[src/mpf_map.vh]
`ifndef MPF_MAP_VH
`define MPF_MAP_VH
// ----------------------------------------
// Register offsets (byte addresses)
// ----------------------------------------
`define MPF_OFS_MGMT_CTRL 9'h000
`define MPF_OFS_MGMT_DATA 9'h004
`define MPF_OFS_RX_CFG 9'h008
`define MPF_OFS_FILT_STAT 9'h00c
`define MPF_OFS_STA_LO 9'h010
`define MPF_OFS_STA_HI 9'h014
// Exact table: 0x100 + 8*entry (+0 low word, +4 high word)
`define MPF_EXACT_SEL 2'b10
// Hash table: 0x180 + 4*word, word 0 holds table bits 31:0
`define MPF_HASH_SEL 3'b110
// ----------------------------------------
// Field positions
// ----------------------------------------
`define MPF_CTRL_PHY_HI 15
`define MPF_CTRL_PHY_LO 11
`define MPF_CTRL_REG_HI 10
`define MPF_CTRL_REG_LO 6
`define MPF_CTRL_WRITE 1
`define MPF_CTRL_BUSY 0
`define MPF_HI_VALID 31
`define MPF_CFG_RX_EN 0
`define MPF_CFG_INVERSE 1
`define MPF_CFG_MODE_HI 3
`define MPF_CFG_MODE_LO 2
// ----------------------------------------
// Reset values and filter modes
// ----------------------------------------
`define MPF_RST_WORD 32'h0000_0000
`define MPF_MODE_EXACT 2'h0
`define MPF_MODE_HASH_MC 2'h1
`define MPF_MODE_HASH_ALL 2'h2
`define MPF_MODE_PROMISC 2'h3
`define MPF_CRC_POLY 32'h04c1_1db7
`define MPF_CRC_INIT 32'hffff_ffff
// ----------------------------------------
// Timing
// ----------------------------------------
`define MPF_CLK_PERIOD_NS 100
`define MPF_MDC_PERIOD_NS 400
`define MPF_MDC_HALF_CYC ((`MPF_MDC_PERIOD_NS + 2 * `MPF_CLK_PERIOD_NS - 1) / (2 * `MPF_CLK_PERIOD_NS))
`define MPF_FRAME_BITS 64
`define MPF_LAST_ADDR_BIT 45
`define MPF_FIRST_DATA_BIT 48
`endif

[src/mpf_mac_mgmt_filter.v]
// Behaviour
// - Control bits 15:11 select the target PHY.
// - Control bits 10:6 select the register inside that PHY.
// - Control bit 1 set means write from data register, clear means read.
// - Busy reads one during an access; control and data writes then dropped.
// - Both management registers reset to zero.
// - Data bits 15:0 take the read word and supply the write word.
// - 48-bit addresses filtered by exact or hash table, one at a time.
// - Exact table has sixteen full 48-bit entries checked on every frame.
// - Exact mode drops misses, or drops hits when inverse filtering set.
// - In exact mode, with no valid exact entry every frame is accepted.
// - Entry: valid at bit 63, reserved 62:48, address 47:0.
// - Hash filter keeps 512 bucket bits and one station address.
// - Multicast index is CRC top nine bits; set bit accepts.
// - First hash mode hashes multicast, compares physical to station address.
// - Second hash mode hashes every destination address.
`timescale 1ns/1ns
`default_nettype none
`include "mpf_map.vh"
module mpf_mac_mgmt_filter #(
   parameter ENTRIES = 16,
   parameter MDC_HALF = `MPF_MDC_HALF_CYC
) (
   // Clock and reset
   input wire clk_sys_in,
   input wire rst_in,
   // Register port
   input wire [8:0] reg_addr_in,
   input wire [31:0] reg_wdata_in,
   input wire reg_wr_in,
   input wire reg_rd_in,
   output reg [31:0] reg_rdata_out,
   // Management link
   output reg mdc_out,
   input wire mdio_in,
   output wire mdio_out,
   output reg mdio_oe_n_out,
   // Address check from receiver
   input wire chk_valid_in,
   input wire [47:0] chk_addr_in,
   output reg chk_done_out,
   output reg chk_accept_out
);
   // ----------------------------------------
   // Management registers
   // ----------------------------------------
   reg [4:0] phy_select_field;
   reg [4:0] reg_index;
   reg write_dir;
   reg busy;
   reg [15:0] mgmt_data;
   reg [2:0] mdio_sync;
   reg [7:0] div_cnt;
   reg [5:0] bit_idx;
   reg [63:0] frame_sr;
   wire ctrl_hit = reg_addr_in == `MPF_OFS_MGMT_CTRL;
   wire data_hit = reg_addr_in == `MPF_OFS_MGMT_DATA;
   wire start = reg_wr_in && ctrl_hit && !busy;
   wire tick = busy && (div_cnt == MDC_HALF - 1);
   wire last_bit = bit_idx == `MPF_FRAME_BITS - 1;
   assign mdio_out = frame_sr[63];

   // ----------------------------------------
   // Read data synchroniser
   // ----------------------------------------
   // Three flops: the pin is seen about three clocks late, still inside the bit
   // Each stage is read only by the next, so a metastable stage never fans out
   always @(posedge clk_sys_in) begin
      if (rst_in) begin
         mdio_sync <= 3'h0;
      end else begin
         mdio_sync <= {mdio_sync[1:0], mdio_in};
      end
   end

   // ----------------------------------------
   // Frame engine
   // ----------------------------------------
   // One frame at a time: a second start is refused until busy clears
   always @(posedge clk_sys_in) begin
      if (rst_in) begin
         phy_select_field <= 5'h00;
         reg_index <= 5'h00;
         write_dir <= 1'b0;
         busy <= 1'b0;
         mgmt_data <= 16'h0000;
         div_cnt <= 8'h00;
         bit_idx <= 6'h00;
         frame_sr <= 64'h0;
         mdc_out <= 1'b0;
         mdio_oe_n_out <= 1'b1;
      end else if (start) begin
         phy_select_field <= reg_wdata_in[`MPF_CTRL_PHY_HI:`MPF_CTRL_PHY_LO];
         reg_index <= reg_wdata_in[`MPF_CTRL_REG_HI:`MPF_CTRL_REG_LO];
         write_dir <= reg_wdata_in[`MPF_CTRL_WRITE];
         busy <= 1'b1;
         div_cnt <= 8'h00;
         bit_idx <= 6'h00;
         mdc_out <= 1'b0;
         mdio_oe_n_out <= 1'b0;
         // Preamble, start, opcode, addresses, turnaround, data
         frame_sr <= {32'hffff_ffff, 2'b01,
            reg_wdata_in[`MPF_CTRL_WRITE] ? 2'b01 : 2'b10,
            reg_wdata_in[`MPF_CTRL_PHY_HI:`MPF_CTRL_PHY_LO],
            reg_wdata_in[`MPF_CTRL_REG_HI:`MPF_CTRL_REG_LO],
            reg_wdata_in[`MPF_CTRL_WRITE] ? 2'b10 : 2'b11,
            reg_wdata_in[`MPF_CTRL_WRITE] ? mgmt_data : 16'hffff};
      end else if (busy) begin
         div_cnt <= tick ? 8'h00 : div_cnt + 8'h01;
         if (tick && !mdc_out) begin
            mdc_out <= 1'b1;
         end else if (tick) begin
            // Falling edge: sample read bit late in the high phase, then advance
            mdc_out <= 1'b0;
            if (!write_dir && bit_idx >= `MPF_FIRST_DATA_BIT) begin
               mgmt_data <= {mgmt_data[14:0], mdio_sync[2]};
            end
            if (last_bit) begin
               busy <= 1'b0;
               mdio_oe_n_out <= 1'b1;
            end else begin
               bit_idx <= bit_idx + 6'h01;
               frame_sr <= {frame_sr[62:0], 1'b1};
               if (!write_dir && bit_idx == `MPF_LAST_ADDR_BIT) begin
                  mdio_oe_n_out <= 1'b1;
               end
            end
         end
      end else if (reg_wr_in && data_hit) begin
         mgmt_data <= reg_wdata_in[15:0];
      end
   end

   // ----------------------------------------
   // Filter configuration and tables
   // ----------------------------------------
   reg [3:0] rx_frame_config_register;
   reg [47:0] station_address_field;
   reg [31:0] hash_word [0:15];
   reg [47:0] entry_addr [0:ENTRIES-1];
   reg [ENTRIES-1:0] entry_valid_flag;
   reg [2:0] filt_stat;
   wire [ENTRIES-1:0] entry_hit;
   wire exact_sel = reg_addr_in[8:7] == `MPF_EXACT_SEL;
   wire hash_sel = reg_addr_in[8:6] == `MPF_HASH_SEL;
   wire [3:0] ent_no = reg_addr_in[6:3];

   // ----------------------------------------
   // Exact-match table
   // ----------------------------------------
   // Table writes are not blocked while receiving; software keeps reception off
   genvar g;
   generate
      for (g = 0; g < ENTRIES; g = g + 1) begin : g_entry
         always @(posedge clk_sys_in) begin
            if (rst_in) begin
               entry_valid_flag[g] <= 1'b0;
               entry_addr[g] <= 48'h0;
            end else if (reg_wr_in && exact_sel && ent_no == g) begin
               if (reg_addr_in[2]) begin
                  entry_valid_flag[g] <= reg_wdata_in[`MPF_HI_VALID];
                  entry_addr[g][47:32] <= reg_wdata_in[15:0];
               end else begin
                  entry_addr[g][31:0] <= reg_wdata_in;
               end
            end
         end
         assign entry_hit[g] = entry_valid_flag[g] && entry_addr[g] == chk_addr_in;
      end
   endgenerate

   // ----------------------------------------
   // Hash table and station address
   // ----------------------------------------
   integer i;
   always @(posedge clk_sys_in) begin
      if (rst_in) begin
         rx_frame_config_register <= 4'h0;
         station_address_field <= 48'h0;
         for (i = 0; i < 16; i = i + 1) begin
            hash_word[i] <= 32'h0;
         end
      end else if (reg_wr_in) begin
         if (reg_addr_in == `MPF_OFS_RX_CFG) begin
            rx_frame_config_register <= reg_wdata_in[3:0];
         end
         if (reg_addr_in == `MPF_OFS_STA_LO) begin
            station_address_field[31:0] <= reg_wdata_in;
         end
         if (reg_addr_in == `MPF_OFS_STA_HI) begin
            station_address_field[47:32] <= reg_wdata_in[15:0];
         end
         if (hash_sel) begin
            hash_word[reg_addr_in[5:2]] <= reg_wdata_in;
         end
      end
   end

   // ----------------------------------------
   // Address decision
   // ----------------------------------------
   // Bits 47:40 are the first byte on the wire, each byte sent LSB first
   function [8:0] hash_index;
      input [47:0] a;
      reg [31:0] c;
      integer b;
      integer k;
      begin
         c = `MPF_CRC_INIT;
         for (b = 0; b < 6; b = b + 1) begin
            for (k = 0; k < 8; k = k + 1) begin
               if (c[31] ^ a[47 - 8 * b - 7 + k]) begin
                  c = {c[30:0], 1'b0} ^ `MPF_CRC_POLY;
               end else begin
                  c = {c[30:0], 1'b0};
               end
            end
         end
         hash_index = c[31:23];
      end
   endfunction

   wire [8:0] hidx = hash_index(chk_addr_in);
   wire [31:0] hword = hash_word[hidx[8:5]];
   wire hash_bit = hword[hidx[4:0]];
   wire multicast = chk_addr_in[40];
   wire any_hit = |entry_hit;
   wire inverse = rx_frame_config_register[`MPF_CFG_INVERSE];
   wire [1:0] mode = rx_frame_config_register[`MPF_CFG_MODE_HI:`MPF_CFG_MODE_LO];
   reg next_accept;

   always @* begin
      case (mode)
         `MPF_MODE_EXACT: begin
            if (entry_valid_flag == {ENTRIES{1'b0}}) begin
               next_accept = 1'b1;
            end else begin
               next_accept = inverse ? !any_hit : any_hit;
            end
         end
         `MPF_MODE_HASH_MC: begin
            next_accept = multicast ? hash_bit : chk_addr_in == station_address_field;
         end
         `MPF_MODE_HASH_ALL: begin
            next_accept = hash_bit;
         end
         default: begin
            next_accept = 1'b1;
         end
      endcase
   end

   // ----------------------------------------
   // Check result
   // ----------------------------------------
   // Accept holds between checks so the receiver may pick it up late
   always @(posedge clk_sys_in) begin
      if (rst_in) begin
         chk_done_out <= 1'b0;
         chk_accept_out <= 1'b0;
         filt_stat <= 3'h0;
      end else begin
         chk_done_out <= chk_valid_in && rx_frame_config_register[`MPF_CFG_RX_EN];
         if (chk_valid_in && rx_frame_config_register[`MPF_CFG_RX_EN]) begin
            chk_accept_out <= next_accept;
            filt_stat <= {hash_bit, any_hit, next_accept};
         end
      end
   end

   // ----------------------------------------
   // Read path
   // ----------------------------------------
   always @(posedge clk_sys_in) begin
      if (rst_in) begin
         reg_rdata_out <= `MPF_RST_WORD;
      end else if (reg_rd_in) begin
         if (ctrl_hit) begin
            reg_rdata_out <= {16'h0, phy_select_field, reg_index, 4'h0,
               write_dir, busy};
         end else if (data_hit) begin
            reg_rdata_out <= {16'h0, mgmt_data};
         end else if (reg_addr_in == `MPF_OFS_RX_CFG) begin
            reg_rdata_out <= {28'h0, rx_frame_config_register};
         end else if (reg_addr_in == `MPF_OFS_FILT_STAT) begin
            reg_rdata_out <= {29'h0, filt_stat};
         end else if (reg_addr_in == `MPF_OFS_STA_LO) begin
            reg_rdata_out <= station_address_field[31:0];
         end else if (reg_addr_in == `MPF_OFS_STA_HI) begin
            reg_rdata_out <= {16'h0, station_address_field[47:32]};
         end else if (exact_sel && reg_addr_in[2]) begin
            reg_rdata_out <= {entry_valid_flag[ent_no], 15'h0, entry_addr[ent_no][47:32]};
         end else if (exact_sel) begin
            reg_rdata_out <= entry_addr[ent_no][31:0];
         end else if (hash_sel) begin
            reg_rdata_out <= hash_word[reg_addr_in[5:2]];
         end else begin
            reg_rdata_out <= 32'h0;
         end
      end
   end
endmodule
`default_nettype wire

[config.mk]
export PLATFORM = sky130hd
export DESIGN_NAME = mpf_mac_mgmt_filter
export DESIGN_NICKNAME = d
export VERILOG_FILES = /design/src/mpf_mac_mgmt_filter.v
export VERILOG_INCLUDE_DIRS = /design/src
export SDC_FILE = /design/constraint.sdc
export NUM_CORES = 2
export LEC_CHECK = 0
export BUFFER_PORTS_ARGS = -buffer_cell sky130_fd_sc_hd__buf_4
export CAP_MARGIN = 25
export CORE_MARGIN = 4
export CORE_UTILIZATION = 46
export DETAILED_ROUTE_END_ITERATION = 8
export GPL_TIMING_DRIVEN = 0
export PLACE_DENSITY_LB_ADDON = 0.25
export SLEW_MARGIN = 20
export SYNTH_ARGS = -nofsm -noshare
export SYNTH_HDL_FRONTEND = slang
export SYNTH_SLANG_ARGS = --single-unit
[constraint.sdc]
create_clock -name clk_sys_in -period 16.7 [get_ports clk_sys_in]
set_clock_uncertainty 0.05 [all_clocks]
set_input_delay 4.175 -clock clk_sys_in [delete_from_list [all_inputs] [get_ports clk_sys_in]]
set_output_delay 4.175 -clock clk_sys_in [all_outputs]
set_load 0.05 [all_outputs]
### After elaboration in Yosys (flattened, before gate mapping)

Memory sizes are Yosys's and may differ from the RTL's.
Cells that the tools add are included.

| word-level totals | value |
|---|---|
| word-level logic and storage cells | 533 |
| memory bits (writable) | 1,280 |
| memories | 2 |
| bits in registers | 216 |

Memory list:

| memory | depth | width | rd ports | clocked after memory_dff | write ports | RTL line | text |
|---|---|---|---|---|---|---|---|
| entry_addr | 16 | 48 | 17 | 0 | 16 | mpf_mac_mgmt_filter.v:140 | `reg [47:0] entry_addr [0:ENTRIES-1];` |
| hash_word | 16 | 32 | 2 | 0 | 16 | mpf_mac_mgmt_filter.v:139 | `reg [31:0] hash_word [0:15];` |

| cells by class | value |
|---|---|
| bitwise logic cells | 129 |
| add/sub/neg operators | 2 |
| multiplexer cells | 231 |
| magnitude comparators | 3 |
| equality and inequality tests | 49 |
| reduce and logical (&&, ||, !) cells | 82 |

Operators with widths:

| operator | number |
|---|---|
| 27-bit 2-to-1 mux | 48 |
| 32-bit 2-to-1 mux | 26 |
| 48-bit equality test | 17 |
| 14-bit inverter | 47 |
| 16-bit 2-to-1 mux | 22 |
| 64-bit 2-to-1 mux | 5 |
| 1-bit 2-to-1 mux | 124 |
| 1-bit logical AND | 42 |
| 1-bit XOR | 42 |
| 2-bit AND reduction | 20 |
| 4-bit equality test (second input constant) | 8 |
| 1-bit bitwise OR | 32 |
| 32-bit OR reduction | 1 |
| 9-bit by 4-bit equality test with 1-bit output (second input constant) | 2 |
| 9-bit by 5-bit equality test with 1-bit output (second input constant) | 2 |
| 4-bit by 3-bit equality test with 1-bit output (second input constant) | 4 |
| 16-bit zero test | 1 |
| 16-bit OR reduction | 1 |
| 6-bit equality test (second input constant) | 2 |
| 4-bit AND reduction | 3 |
| 9-bit by 3-bit equality test with 1-bit output (second input constant) | 1 |
| 9-bit zero test | 1 |
| 8-bit by 1-bit adder with 8-bit output (second input constant) | 1 |
| 4-bit by 2-bit equality test with 1-bit output (second input constant) | 2 |
| other kinds (26) | 42 |

### Depth between registers and ports, before layout

| depth | value |
|---|---|
| depth in word-level cells | 99 |
| depth in mapped cells | 23 |
| mapped depth without buffers | 17 |

### Worst setup path after synthesis

OpenSTA, ideal clock, no wires.

| timing path | value |
|---|---|
| kind | in2reg |
| from | input chk_addr_in[44] |
| to | register filt_stat[0] |
| setup slack | 7.555 ns |
| setup time | 0.131 ns |
| required time | 16.519 ns |
| data arrival time | 8.964 ns |
| stages | 19 |
| path through | buf_4 xnor3_1 xnor3_1 xnor3_1 xnor3_1 xnor3_1 xnor3_2 xnor3_2 buf_6 mux2_4 nand2_1 o21ai_1 mux4_2 a2111oi_2 a21oi_1 a22oi_1 nor2_1 a22oi_1 o41ai_2 |

| on the way | value |
|---|---|
| word-level cells in the longest chain between the ends | 61 |

RTL lines:

| item | RTL line | text |
|---|---|---|
| start: declaration | mpf_mac_mgmt_filter.v:40 | `input wire [47:0] chk_addr_in,` |
| parallel branches: the longest is 60 deep, another holds 27-bit 2-to-1 mux | - |  |
| 1-bit one-hot mux with 3 select lines * | mpf_mac_mgmt_filter.v:233 | `case (mode)` |
| end signal: assignment | mpf_mac_mgmt_filter.v:266 | `filt_stat <= {hash_bit, any_hit, next_accept};` |
| end: declaration | mpf_mac_mgmt_filter.v:142 | `reg [2:0] filt_stat;` |

Every way passes the cells marked *. The select of a mux whose other input is x is not followed.
A chain may end at the register's enable or synchronous reset.

### Worst setup path in the final report

| timing path | value |
|---|---|
| from | input chk_addr_in[33] |
| to | register filt_stat[0] |

| on the way | value |
|---|---|
| word-level cells in the longest chain between the ends | 54 |

RTL lines:

| item | RTL line | text |
|---|---|---|
| 1-bit XOR | mpf_mac_mgmt_filter.v:212 | `if (c[31] ^ a[47 - 8 * b - 7 + k]) begin` |
| 27-bit 2-to-1 mux | mpf_mac_mgmt_filter.v:212 |  |
| 14-bit inverter (no line) / 27-bit 2-to-1 mux (equally long branches) | - |  |
| 27-bit 2-to-1 mux | mpf_mac_mgmt_filter.v:212 |  |
| 27-bit 2-to-1 mux / 14-bit inverter (equally long branches) (2 in a row) | - |  |
| 14-bit inverter (no line) / 27-bit 2-to-1 mux (equally long branches) | - |  |
| 27-bit 2-to-1 mux / 14-bit inverter (equally long branches) | - |  |
| 1-bit XOR / 27-bit 2-to-1 mux (equally long branches) | mpf_mac_mgmt_filter.v:212 |  |
| (+37 left out) | - |  |
| 27-bit 2-to-1 mux / 14-bit inverter (equally long branches) | - |  |
| 14-bit inverter (no line) / 27-bit 2-to-1 mux (equally long branches) | - |  |
| 27-bit 2-to-1 mux / 14-bit inverter (equally long branches) | - |  |
| memory 16 x 32 bit / 27-bit 2-to-1 mux (equally long branches) | - |  |
| 1-bit binary-select mux with 5-bit select | mpf_mac_mgmt_filter.v:225 | `wire hash_bit = hword[hidx[4:0]];` |
| 1-bit 2-to-1 mux (not written as such) | mpf_mac_mgmt_filter.v:225 |  |
| 1-bit 2-to-1 mux | mpf_mac_mgmt_filter.v:242 | `next_accept = multicast ? hash_bit : chk_addr_in == station_address_field;` |
| 1-bit one-hot mux with 3 select lines * | mpf_mac_mgmt_filter.v:233 |  |

Every way passes the cells marked *; elsewhere a longest branch is shown, timed or not. The select of a mux whose other input is x is not followed.

==> out/qor.txt <==
Total GRT Usage -> 0.529
largest family of logic cells by synthesized area -> multiplexers
Worst-Skew Late Latency -> 0.88 ns
capture point of the worst path -> filt_stat[0]
gpl congestion -> 1.17
fraction of synthesized cell area in xor and xnor cells -> 0.117
post-synthesis simple-gate area fraction -> 0.150
Seq/Total Area, Yosys -> 0.505
largest net degree at the start of global routing -> 33
Hold Vio Cnt, Final -> 0
DP HPWL -> 400000 um
Post-CTS Setup Inserts -> 0
met2 Use GR -> 0.713
FF+latch area -> 0.0427 mm^2
Core ar. -> 0.183 mm^2
drt via density -> 7.21
Async SR Flop Fraction -> 0
Worst-path clk slew -> 0.06 ns
CP required -> 17.38 ns
hold_buf cts -> 0
setup_tns -> 0 ns
EDFF count, synth -> 1280
nets -> 7183
first drt pass iteration count -> 9
htree depth -> 4
crit share post-route -> 0.764
busiest layer in global routing -> met2
fin crit period -> 12.77 ns
post_cts resized -> 0
CP Max Fanout -> 10
area of the multi-input gates -> 0.0394 mm^2
Worst Setup SP -> chk_addr_in[33]
Die Height -> 437 um
met1 global-route usage -> 0.604
ys flop type -> edfxtp_1
vias in the first global route -> 63415
CTS tree -> built
Reg-to-Reg End -> filt_stat[0]
total CTS buffers -> 169
WS Path Type -> input pin to register
final slew viol count -> 0
Die W -> 437 um
multiplexer share of the synthesized area -> 0.150
Remaining Overflow, GRT -> 0
Synth Area in Adders -> 0.000592
DR DRC count -> 4
most frequent cell after synthesis -> and2_1
Slew HR -> 0.120
first-pass GRT wire length -> 652000 um
reg2reg path depth -> 10
DIE AREA -> 0.191 mm^2
worst r2r src -> entry_addr[5][25]
clock root buffer master -> clkbuf_16
worst path arrival time -> 13.45 ns
Setup crit end kind -> register
# IOs -> 132
Synthesized Nets -> 6804
most used cell, CP -> xnor3_1
Compound-Gate Fraction of Synth Area -> 0.0450
crit-path cells -> buf_4 -> buf_2 -> inv_1 -> xnor3_1 -> xnor3_1 -> xor2_1 -> xnor3_1 -> xnor2_1 -> xnor3_1 -> buf_4 -> buf_2 -> buf_4 -> mux2i_1 -> mux2i_1 -> o22ai_1 -> nor4b_1 -> a21oi_1 -> a22oi_1 -> nor2_1 -> a22oi_1 -> o41ai_2
post-synthesis cell area -> 0.0846 mm^2
Post-DRT Antenna Nets -> 0
CTS Sinks -> 1495
Synthesis Warnings -> 0
Vias -> 70535
fraction of layout cells with a size suffix above 1 -> 0.170
Max-cap violations -> 0
CTS max path bufs -> 3
First DRT Iteration DRCs -> 13774
CP max stage delay -> 0.88 ns
Cells after Synth -> 6705
post-synth top area share -> 0.454
Initial Utilization -> 0.462
Avg Cell Area, Syn -> 12.6 um^2
failing checks -> design-rule violations
commonest cells in the netlist -> and2_1 (1295), edfxtp_1 (1280), clkbuf_1 (463)
# rows -> 157
Worst-Margin Slew -> 1.32 ns
Crit-path slowest cell -> a22oi_1
FF-to-FF setup slack -> 11.48 ns
Synth cell types -> 80
M3 GR Usage -> 0.275
Synth Register Bits -> 1495
Startpoint Class -> input pin
Setup Viol. Count Final -> 0
Syn-to-layout area delta -> 14.4%
RSZ-0062 raised after global routing -> false
# port buffers -> 88
initial antenna violation count -> 97
Routed wire per std cell -> 53.0 um
final wirelength -> 518000 um
Hold WC Path Type -> register to register
outcome -> finished with violations
Area contributors post-synth -> edfxtp_1 (45%), mux4_2 (11%), and2_1 (9.6%)
Synth area leader -> edfxtp_1
fill cell count -> 15765
Fmax achieved -> 0.0783 GHz
==> per-layer routing <==
layer | part of all wire | vias up
met2 | 0.39 | 7624
li1 | - | 25242
met4 | 0.12 | 58
met3 | 0.16 | 2260
met5 | 0.0015 | -
met1 | 0.32 | 35351
==> cell families (layout without fill, tap and decap cells) <==
kind of cell,after synthesis,in the layout
multiplexers,738,738
buffers and inverters,688,1208
AO/OA/AOI/OAI,541,541
adder cells (fa/ha/maj),4,4
AND/OR/NAND/NOR,2254,2254
flip-flops,1495,1495
XOR/XNOR,985,985
other,0,96
==> layout by cell type, fill, tap and decap left out, types with 38 or more instances in the layout <==
cell type,count
nor2_1,270
a222oi_1,38
diode_2,96
edfxtp_1,1280
nand4_1,109
mux2i_1,278
buf_4,115
xnor3_1,64
nand3_1,44
o21ai_0,65
inv_1,82
a211oi_1,50
nor4_1,116
clkbuf_1,379
xnor2_1,435
dfxtp_1,215
and2_1,1295
clkbuf_2,128
clkbuf_16,175
buf_6,43
mux4_2,418
a21oi_1,105
o22ai_1,39
buf_2,93
buf_16,39
nand2_1,258
a22oi_1,58
nor3_1,64
xor2_1,448
==> how the worst min path moves through the flow <==
stage	start	endpoint	slack, ns	cells past startpoint
finish	mdio_sync[0]	mdio_sync[1]	0.39	1
global route	mdio_sync[0]	mdio_sync[1]	0.42	1
CTS	mdio_sync[0]	mdio_sync[1]	0.39	1
detailed placement	mdio_sync[0]	mdio_sync[1]	0.38	1
global placement	mdio_sync[0]	mdio_sync[1]	0.37	1
floorplan	mdio_sync[0]	mdio_sync[1]	0.36	1
==> cell type report <==
cell class,count,share of cell area
repair buffers,208,0.0297
multi-input cells,4522,0.407
clock inverters,81,0.00813
flip-flops and latches,1495,0.442
clock buffers,231,0.0488
plain buffers,600,0.0275
diodes,96,0.00248
inverters,88,0.00343
well taps,2464,0.0318
==> metrics by stage <==
step,hold WS [ns],area (um^2),instances,util,setup slack [ns]
finish,0.385,96800,9785,0.529,3.93
CTS,0.390,96400,9678,0.527,4.60
detailed placement,0.376,90900,9366,0.497,3.70
global route,0.416,96600,9703,0.528,4.28
floorplan,0.364,84600,6705,-,7.55
global placement,0.368,88300,9257,0.483,0.313
==> critical path: cells and delay by family <==
| family | cells | cell delay, ns |
|---|---|---|
| multiplexers | 2 | 0.73 |
| XOR/XNOR | 6 | 3.02 |
| buffers and inverters | 6 | 3.11 |
| AND/OR/NAND/NOR | 2 | 0.69 |
| AO/OA/AOI/OAI | 5 | 1.65 |
==> registers in the layout (all words and copies together), names as in the netlist, 3 cells and up <==
register,flops
bit_idx,6
div_cnt,8
entry_addr,768
entry_valid_flag,16
filt_stat,3
frame_sr,64
hash_word,512
mdio_sync,3
mgmt_data,16
phy_select_field,5
reg_index,5
reg_rdata_out,32
rx_frame_config_register,4
station_address_field,48
Power is left out: the tool's default activity adds up to more than one toggle a clock period on the data nets, which glitch-free logic cannot reach.
